==> src/include/hco_pkg.sv <==
package hco_pkg;

  // ****************************************************************
  // register map
  // ****************************************************************
  localparam logic [31:0] ADDR_CTRL = 32'hB000_806C;
  localparam logic [31:0] ADDR_POS = 32'hB000_8070;
  localparam logic [31:0] ADDR_WB = 32'hB000_8074;
  localparam logic [31:0] ADDR_BASE = 32'hB000_8078;
  localparam logic [31:0] ADDR_COL0 = 32'hB000_807C;
  localparam logic [31:0] ADDR_COL1 = 32'hB000_8080;
  localparam logic [31:0] ADDR_COL2 = 32'hB000_8084;
  localparam logic [31:0] ADDR_COL3 = 32'hB000_8088;
  localparam logic [31:0] ADDR_STATUS = 32'hB000_808C;
  localparam logic [31:0] RESET_VALUE = 32'h0000_0000;

  // ****************************************************************
  // field layouts
  // ****************************************************************
  localparam logic [31:0] CTRL_MASK = 32'h07FF_07FF;
  localparam logic [31:0] POS_MASK = 32'h07FF_07FF;
  localparam logic [31:0] WB_MASK = 32'h07FF_07FF;
  localparam logic [31:0] COL_MASK = 32'h00FF_FFFF;
  localparam int MODE_LSB = 0;
  localparam int COLF_LSB = 0;
  localparam int ROWF_LSB = 16;
  localparam int FIELD_W = 11;

  // ****************************************************************
  // cursor formats
  // ****************************************************************
  localparam logic [2:0] MODE_32_4C = 3'h0;
  localparam logic [2:0] MODE_32_3T = 3'h1;
  localparam logic [2:0] MODE_64_4C = 3'h2;
  localparam logic [2:0] MODE_64_3T = 3'h3;
  localparam logic [2:0] MODE_128_2C = 3'h4;
  localparam logic [2:0] MODE_128_1T = 3'h5;
  localparam logic [11:0] SIDE_32 = 12'h020;
  localparam logic [11:0] SIDE_64 = 12'h040;
  localparam logic [11:0] SIDE_128 = 12'h080;
  localparam logic [1:0] CODE_TRANS_2BPP = 2'h3;
  localparam logic [1:0] CODE_TRANS_1BPP = 2'h0;

  // ****************************************************************
  // fetch
  // ****************************************************************
  localparam int BUF_WORDS = 8;
  localparam logic [31:0] WORD_BYTES = 32'h0000_0004;

  typedef struct packed {
    logic [7:0] red;
    logic [7:0] green;
    logic [7:0] blue;
  } hco_rgb_s;

  typedef struct packed {
    logic psel;
    logic penable;
    logic pwrite;
    logic [31:0] paddr;
    logic [31:0] pwdata;
  } hco_apb_req_s;

  typedef enum logic {FETCH_IDLE, FETCH_RUN} hco_fetch_e;

endpackage : hco_pkg

==> src/design/hco_palette.sv <==
`timescale 1ns/1ns
`default_nettype none
module hco_palette (
  input wire logic [2:0] i_mode,
  input wire logic [1:0] i_code,
  input wire hco_pkg::hco_rgb_s [3:0] i_colours,
  output hco_pkg::hco_rgb_s o_rgb,
  output logic o_opaque
);
  import hco_pkg::*;

  wire mode_legal = (i_mode <= MODE_128_1T);
  wire trans_mode = (i_mode == MODE_32_3T) || (i_mode == MODE_64_3T) ||
                    (i_mode == MODE_128_1T);
  wire trans_code = (i_mode == MODE_128_1T) ? (i_code == CODE_TRANS_1BPP) :
                    (i_code == CODE_TRANS_2BPP);

  // pixel value n picks colour register n
  assign o_rgb = i_colours[i_code];
  // colour three never shows in the 2bpp transparency modes; MODE_128_1T hides colour zero
  assign o_opaque = mode_legal && !(trans_mode && trans_code);

endmodule : hco_palette
`default_nettype wire

==> src/design/hco_cursor.sv <==
// Functional notes
// - mode field picks one of six bitmap formats
// - block side 32, 64 or 128 by mode
// - bitmap tip offset X and Y held
// - screen tip position writable at any time
// - fetch length words per cursor line
// - line address advances by word stride
// - fetch starts at cursor base address
// - pixel value n shows colour register n
// - colour three ignored in the 2bpp transparency modes, colour zero in MODE_128_1T
//
// Our own choice: the APB interface to the registers.
`timescale 1ns/1ns
`default_nettype none
module hco_cursor (
  input wire logic I_REF_CLK,
  input wire logic I_NRST,
  input wire hco_pkg::hco_apb_req_s I_APB,
  output logic [31:0] O_PRDATA,
  output logic O_PREADY,
  output logic O_PSLVERR,
  input wire logic I_LINE_START,
  input wire logic [10:0] I_LINE_Y,
  input wire logic I_PIX_VALID,
  input wire logic [10:0] I_PIX_X,
  input wire hco_pkg::hco_rgb_s I_VIDEO_RGB,
  output hco_pkg::hco_rgb_s O_PIX_RGB,
  output logic O_PIX_VALID,
  output logic O_CURSOR_HIT,
  output logic O_MEM_REQ,
  output logic [31:0] O_MEM_ADDR,
  input wire logic I_MEM_ACK,
  input wire logic [31:0] I_MEM_RDATA
);
  import hco_pkg::*;

  // ****************************************************************
  // apb slave
  // ****************************************************************
  logic [31:0] ctrl_q, pos_q, wb_q, base_q;
  logic [3:0][31:0] col_q;
  logic [31:0] prdata_q;
  logic pready_q, pslverr_q;

  wire [31:0] paddr = I_APB.paddr;
  wire access = I_APB.psel && I_APB.penable;
  wire commit = access && pready_q;
  wire wr_en = commit && I_APB.pwrite;
  wire sel_ctrl = (paddr == ADDR_CTRL);
  wire sel_pos = (paddr == ADDR_POS);
  wire sel_wb = (paddr == ADDR_WB);
  wire sel_base = (paddr == ADDR_BASE);
  wire sel_status = (paddr == ADDR_STATUS);
  wire [3:0] sel_col = {paddr == ADDR_COL3, paddr == ADDR_COL2,
                        paddr == ADDR_COL1, paddr == ADDR_COL0};
  wire mapped = sel_ctrl || sel_pos || sel_wb || sel_base || sel_status ||
                (|sel_col);
  wire [31:0] status_word;
  wire [31:0] rd_mux = sel_ctrl ? ctrl_q :
                       sel_pos ? pos_q :
                       sel_wb ? wb_q :
                       sel_base ? base_q :
                       sel_col[0] ? col_q[0] :
                       sel_col[1] ? col_q[1] :
                       sel_col[2] ? col_q[2] :
                       sel_col[3] ? col_q[3] :
                       sel_status ? status_word : RESET_VALUE;
  // one wait state keeps prdata and pready both straight from flops
  wire pready_d = access && !pready_q;

  always_ff @(posedge I_REF_CLK) begin
    if (!I_NRST) begin
      pready_q <= 1'b0;
      pslverr_q <= 1'b0;
      prdata_q <= RESET_VALUE;
    end else begin
      pready_q <= pready_d;
      pslverr_q <= pready_d && !mapped;
      prdata_q <= (pready_d && !I_APB.pwrite) ? rd_mux : RESET_VALUE;
    end
  end

  always_ff @(posedge I_REF_CLK) begin
    if (!I_NRST) begin
      ctrl_q <= RESET_VALUE;
      pos_q <= RESET_VALUE;
      wb_q <= RESET_VALUE;
      base_q <= RESET_VALUE;
      col_q <= {4{RESET_VALUE}};
    end else if (wr_en) begin
      if (sel_ctrl) ctrl_q <= I_APB.pwdata & CTRL_MASK;
      if (sel_pos) pos_q <= I_APB.pwdata & POS_MASK;
      if (sel_wb) wb_q <= I_APB.pwdata & WB_MASK;
      if (sel_base) base_q <= I_APB.pwdata;
      for (int i = 0; i < 4; i++) begin
        if (sel_col[i]) col_q[i] <= I_APB.pwdata & COL_MASK;
      end
    end
  end

  assign O_PRDATA = prdata_q;
  assign O_PREADY = pready_q;
  assign O_PSLVERR = pslverr_q;

  // ****************************************************************
  // field decode and geometry
  // ****************************************************************
  wire [2:0] mode = ctrl_q[MODE_LSB +: 3];
  wire [10:0] bitmap_tip_col = ctrl_q[COLF_LSB +: FIELD_W];
  wire [10:0] bitmap_tip_row = ctrl_q[ROWF_LSB +: FIELD_W];
  wire [10:0] screen_tip_col = pos_q[COLF_LSB +: FIELD_W];
  wire [10:0] screen_tip_row = pos_q[ROWF_LSB +: FIELD_W];
  wire [10:0] line_word_offset = wb_q[COLF_LSB +: FIELD_W];
  wire [10:0] line_fetch_length = wb_q[ROWF_LSB +: FIELD_W];
  wire [31:0] cursor_fetch_base = base_q;
  wire mode_ok = (mode <= MODE_128_1T);
  wire is_1bpp = (mode == MODE_128_2C) || (mode == MODE_128_1T);
  wire [11:0] side = (mode == MODE_32_4C || mode == MODE_32_3T) ? SIDE_32 :
                     (mode == MODE_64_4C || mode == MODE_64_3T) ? SIDE_64 :
                     SIDE_128;
  // corner may sit left of or above the screen; the 12-bit wrap in dx and dy still places it
  wire [11:0] left = {1'b0, screen_tip_col} - {1'b0, bitmap_tip_col};
  wire [11:0] top = {1'b0, screen_tip_row} - {1'b0, bitmap_tip_row};
  wire [11:0] dy = {1'b0, I_LINE_Y} - top;
  wire [11:0] dx = {1'b0, I_PIX_X} - left;
  wire row_in = (dy < side);
  wire col_in = (dx < side);

  // ****************************************************************
  // line fetch
  // ****************************************************************
  hco_fetch_e state_q, state_d;
  logic [10:0] cnt_q;
  logic [31:0] mem_addr_q;
  logic mem_req_q, hit_q;
  logic [BUF_WORDS-1:0][31:0] line_q;

  wire [17:0] row_words = dy[6:0] * line_word_offset;
  wire [31:0] line_addr = cursor_fetch_base + {12'h000, row_words, 2'b00};
  wire idle = (state_q == FETCH_IDLE);
  wire line_ok = row_in && mode_ok && (line_fetch_length != 11'h000);
  // a line start that finds a fetch still running is dropped
  wire start = I_LINE_START && idle && line_ok;
  wire take = mem_req_q && I_MEM_ACK;
  wire last = (cnt_q == line_fetch_length - 11'h001);

  always_comb begin
    state_d = state_q;
    unique case (state_q)
      FETCH_IDLE: if (start) state_d = FETCH_RUN;
      FETCH_RUN: if (take && last) state_d = FETCH_IDLE;
    endcase
  end

  always_ff @(posedge I_REF_CLK) begin
    if (!I_NRST) begin
      state_q <= FETCH_IDLE;
      mem_req_q <= 1'b0;
    end else begin
      state_q <= state_d;
      mem_req_q <= (state_d == FETCH_RUN);
    end
  end

  always_ff @(posedge I_REF_CLK) begin
    if (!I_NRST) begin
      cnt_q <= 11'h000;
      mem_addr_q <= RESET_VALUE;
      hit_q <= 1'b0;
    end else begin
      if (I_LINE_START) hit_q <= idle && line_ok;
      if (start) begin
        cnt_q <= 11'h000;
        mem_addr_q <= line_addr;
      end else if (take) begin
        cnt_q <= cnt_q + 11'h001;
        mem_addr_q <= mem_addr_q + WORD_BYTES;
      end
    end
  end

  // words past the buffer are fetched but dropped: 128 pixels fit in 8
  always_ff @(posedge I_REF_CLK) begin
    if (!I_NRST) begin
      line_q <= {BUF_WORDS{RESET_VALUE}};
    end else if (take && (cnt_q < 11'(BUF_WORDS))) begin
      line_q[cnt_q[2:0]] <= I_MEM_RDATA;
    end
  end

  assign O_MEM_REQ = mem_req_q;
  assign O_MEM_ADDR = mem_addr_q;
  assign status_word = {14'h0000, !idle, hit_q, 5'h00, cnt_q};

  // ****************************************************************
  // pixel overlay
  // ****************************************************************
  // data shows only once fetched; start the line well before its pixels
  wire [255:0] line_flat = line_q;
  wire [7:0] bit_lo = is_1bpp ? {1'b0, dx[6:0]} : {dx[6:0], 1'b0};
  wire [7:0] bit_hi = {dx[6:0], 1'b1};
  wire [1:0] code = is_1bpp ? {1'b0, line_flat[bit_lo]} :
                    {line_flat[bit_hi], line_flat[bit_lo]};
  wire [3:0][23:0] colours = {col_q[3][23:0], col_q[2][23:0],
                              col_q[1][23:0], col_q[0][23:0]};
  hco_rgb_s cur_rgb;
  logic opaque;

  hco_palette u_palette (
    .i_mode(mode),
    .i_code(code),
    .i_colours(colours),
    .o_rgb(cur_rgb),
    .o_opaque(opaque)
  );

  wire draw = I_PIX_VALID && hit_q && col_in && opaque;
  hco_rgb_s pix_q;
  logic pix_valid_q, cursor_hit_q;

  always_ff @(posedge I_REF_CLK) begin
    if (!I_NRST) begin
      pix_q <= '0;
      pix_valid_q <= 1'b0;
      cursor_hit_q <= 1'b0;
    end else begin
      pix_q <= draw ? cur_rgb : I_VIDEO_RGB;
      pix_valid_q <= I_PIX_VALID;
      cursor_hit_q <= draw;
    end
  end

  assign O_PIX_RGB = pix_q;
  assign O_PIX_VALID = pix_valid_q;
  assign O_CURSOR_HIT = cursor_hit_q;
endmodule : hco_cursor
`default_nettype wire

==> config.mk <==
export PLATFORM = sky130hd
export DESIGN_NAME = hco_cursor
export DESIGN_NICKNAME = d
export VERILOG_FILES = /design/src/include/hco_pkg.sv /design/src/design/hco_palette.sv /design/src/design/hco_cursor.sv
export SDC_FILE = /design/constraint.sdc
export NUM_CORES = 2
export LEC_CHECK = 0
export ABC_AREA = 1
export BUFFER_PORTS_ARGS = -buffer_cell sky130_fd_sc_hd__buf_2
export CORE_MARGIN = 2
export CORE_UTILIZATION = 50
export CTS_CLUSTER_DIAMETER = 100
export DETAILED_ROUTE_END_ITERATION = 6
export PLACE_DENSITY = 0.68
export SETUP_SLACK_MARGIN = 0.1
export SYNTH_ARGS = -nofsm -noshare
export SYNTH_HDL_FRONTEND = slang
export SYNTH_SLANG_ARGS = --single-unit
==> constraint.sdc <==
create_clock -name I_REF_CLK -period 11.1 [get_ports I_REF_CLK]
set_input_delay 1.665 -clock I_REF_CLK [delete_from_list [all_inputs] [get_ports I_REF_CLK]]
set_output_delay 1.665 -clock I_REF_CLK [all_outputs]
set_load 0.05 [all_outputs]
==> results.md <==
* Largest net degree at the start of global routing at 107
* Post-Syn Area per Cell at 6.74 um2
* Total CTS buffers at 61
* Hold_buf cts at 0
* Post-synth EDFFs at 0
* Worst path max stage delay at 0.54 ns
* WL/cell at 19.1 um
* CP max stage cell: xor2_1
* Post-layout instance area at 35900 um2
* Clock root cell: clkbuf_16
* Fin crit share at 83.4%
* Mapped cell area at 32300 um2
* GRT overflow at 0
* Mapped Cells at 4789
* CTS tree: built
* Hold crit path type: flip-flop to flip-flop
* Rows at 93
* Post-route setup slack at 1.84 ns
* Layout filler cell count at 6358
* Pins Over Slew Limit at 0
* Worst-path clk slew at 0.06 ns
* DIE HEIGHT at 258 um
* IO Count at 243
* Yosys warns at 0
* Total track usage at 32.3%
* Data arrival at the endpoint of the critical path at 9.76 ns
* Simple-Gate Fraction of Synth Area at 20.5%
* CP top delay family: adder cells
* Drt first pass iters at 6
* Initial antenna violation count at 5
* Final clock skew at 0.0272 ns
* Antenna diodes at 0
* Worst EP required at 11.61 ns
* Worst slack, placed at 1.24 ns
* Synthesized Nets at 5094
* CP dominant cell by count: nand2_1
* Main combinational cell family by area after synthesis: compound AO/OA/AOI/OAI gates
* # DRC at 0
* CTS Sinks at 555
* Critical path type: primary input to flip-flop
* Switching Share at 28.3%
* Min Hold Slack at 0.444 ns
* First-pass GRT wire length at 171000 um
* Pwr dens at 133 nW/um2
* MaxCap Viol Count at 0
* Setup Fix Bufs, Post-CTS at 0
* Post-synth top area cell: dfxtp_1
* Clk buf depth at 3
* DP Cell Count at 5645
* Fin cells at 5757
* Post-synth top cells: nand2_1, inv_1, o21ai_0, a21oi_1, dfxtp_1
* Chip width at 258 um
* Status: finished, final reports clean
* Ys flop type: dfxtp_1
* CP endpoint kind: flip-flop
* Finished Core Util at 56.0%
* Starting density of the core at 50.3%
* Sequential Power Share at 41.8%
* Fin nets at 5158
* Setup Viol. Count Final at 0
* Sw Pwr at 1.35 mW
* Placer Congestion at 0.979
* Peak supply drop at 110 uV
* Static leakage at 15.7 nW
* Placement Cell Area at 33800 um2
* Post-synthesis mux area share at 0%
* Worst Max-Slew Pin Slew at 1.13 ns
* Antenna viol nets, final at 0
* Tot Pwr at 4.78 mW
* Combinational power share at 13.6%
* Vias per cell at 5.60
* Core area at 64100 um2
* Post-route setup TNS at 0 ns
* Final wirelength at 110000 um
* Post-synthesis compound-gate area fraction at 23.3%
* RSZ-0062 raised after global routing: false
* Minimum clock period at 9.26 ns
* CP Launch Type: primary input
* Area grow syn2layout at 11.2%
* Starting DRT DRC Count at 3271
* Post-synth ARST share at 0%
* Int Power at 3.43 mW
* Via count of the first global-routing pass at 30194
* Crit path buffers/inverters at 5
* Post-synth top area share at 34.4%
* Ranking of synthesized cells by area: dfxtp_1, nand2_1, o21ai_0
* Synth Area in XOR/XNOR at 2.20%
* Clk_lat worst skew at 0.65 ns
* Via count at 32216
* CP Max Fanout at 7
* Htree depth at 2
* Final hold viol count at 0
* Port Buf Inserts at 242
* Die ar. at 66600 um2
* Cell variety after synth at 51
* Seq/Total Area, Yosys at 34.4%
* Most common cell in the synthesized netlist: nand2_1
* Max-slew headroom at 24.6%
* Clock Power Share at 44.6%
* Seq cells post-synth at 555
* DP HPWL at 75200 um
* Layout cell share with drive strength beyond 1 at 8.67%
* Post_cts resized at 0
* Adder-Cell Fraction of Synth Area at 7.57%
* Max Fclk at 0.108 GHz
routing by layer:
| metal | up-vias | routed length, um | global-route usage (%) | part of all wire [%] |
|---|---|---|---|---|
| li1 | 15770 | - | - | - |
| met5 | - | 22 | 0 | 0.020 |
| met2 | 1295 | 51100 | 53.5 | 47 |
| met4 | 4 | 7020 | 19.1 | 6.4 |
| met3 | 311 | 7440 | 3.71 | 6.8 |
| met1 | 14836 | 44200 | 40.5 | 40 |
final cells by class:
cell class                      count  area, um2  area share [%]
Timing Repair Buffer              284       1540            4.28
Multi-Input combinational cell   3221      17300            48.3
Sequential cell                   555      11100            31.0
Clock inverter                     22        297           0.827
Clock buffer                       90       1800            5.01
Tap cell                          855       1070            2.98
Inverter                          730       2740            7.64
worst min-delay path: cells and delay by family, from the launching register on:
kind                   cells  cell delay, ns
buffers and inverters      1            0.05
AOI/OAI and AO/OA          1            0.05
DFF                        1            0.31
flip-flops by register name, summed over array words and instances, names as in the netlist, 22 cells and up:
signal,count
line_flat,256
col_q,96
O_MEM_ADDR,32
O_PRDATA,32
base_q,32
O_PIX_RGB,24
ctrl_q,22
pos_q,22
wb_q,22
layout by cell type (no fill, tap or decap), types with 9 or more instances in the layout:
master,Yosys,routed
clkinv_2,0,11
a31oi_1,13,13
buf_2,59,241
nor4_1,9,9
inv_2,7,11
fa_1,67,67
buf_4,3,42
nand2_1,880,879
nand3_1,340,339
o21ai_0,639,639
a221oi_1,13,13
clkbuf_16,0,62
a21oi_1,598,598
xnor2_1,22,22
o2111ai_1,20,20
xor2_1,56,56
dfxtp_1,555,555
clkbuf_1,217,14
o221ai_1,15,15
nor3_1,30,30
clkbuf_8,0,14
nand4_1,35,35
o211ai_1,49,49
a211oi_1,28,28
inv_1,709,709
clkinv_1,14,10
nor2_2,2,11
ha_1,88,87
nor2_1,262,253
path summary, 6_finish.rpt:
| kind | start | to | slack (ns) | cells past startpoint |
|---|---|---|---|---|
| worst min-delay path | line_flat[214]$_SDFFE_PN0P_ | line_flat[214]$_SDFFE_PN0P_ | 0.44 | 2 |
| worst min register to register | line_flat[214]$_SDFFE_PN0P_ | line_flat[214]$_SDFFE_PN0P_ | 0.44 | 2 |
| worst max-delay path | I_LINE_Y[1] | O_MEM_ADDR[31]$_SDFFE_PN0N_ | 1.84 | 41 |
| worst max register to register | ctrl_q[16]$_SDFFE_PN0P_ | O_MEM_ADDR[31]$_SDFFE_PN0N_ | 2.43 | 43 |
power by group through the flow:
stage | combinational (mW) | sequential, mW | clock, mW
after floorplan | 0.396 | 2.06 | 0
after global placement | 0.634 | 2.04 | 0
after detailed placement | 0.638 | 2.04 | 0
after CTS | 0.640 | 2.00 | 2.15
after global routing | 0.711 | 2.00 | 2.23
final | 0.651 | 2.00 | 2.13
kinds of logic (layout without fill, tap and decap cells):
| kind of cell | Yosys count | in the layout |
|---|---|---|
| simple gates | 1583 | 1583 |
| flops | 555 | 555 |
| xor+xnor | 79 | 79 |
| buf+inv | 1013 | 1126 |
| compound gates | 1404 | 1404 |
| fa+ha+maj | 155 | 155 |
(Power assumes the default switching activity.)
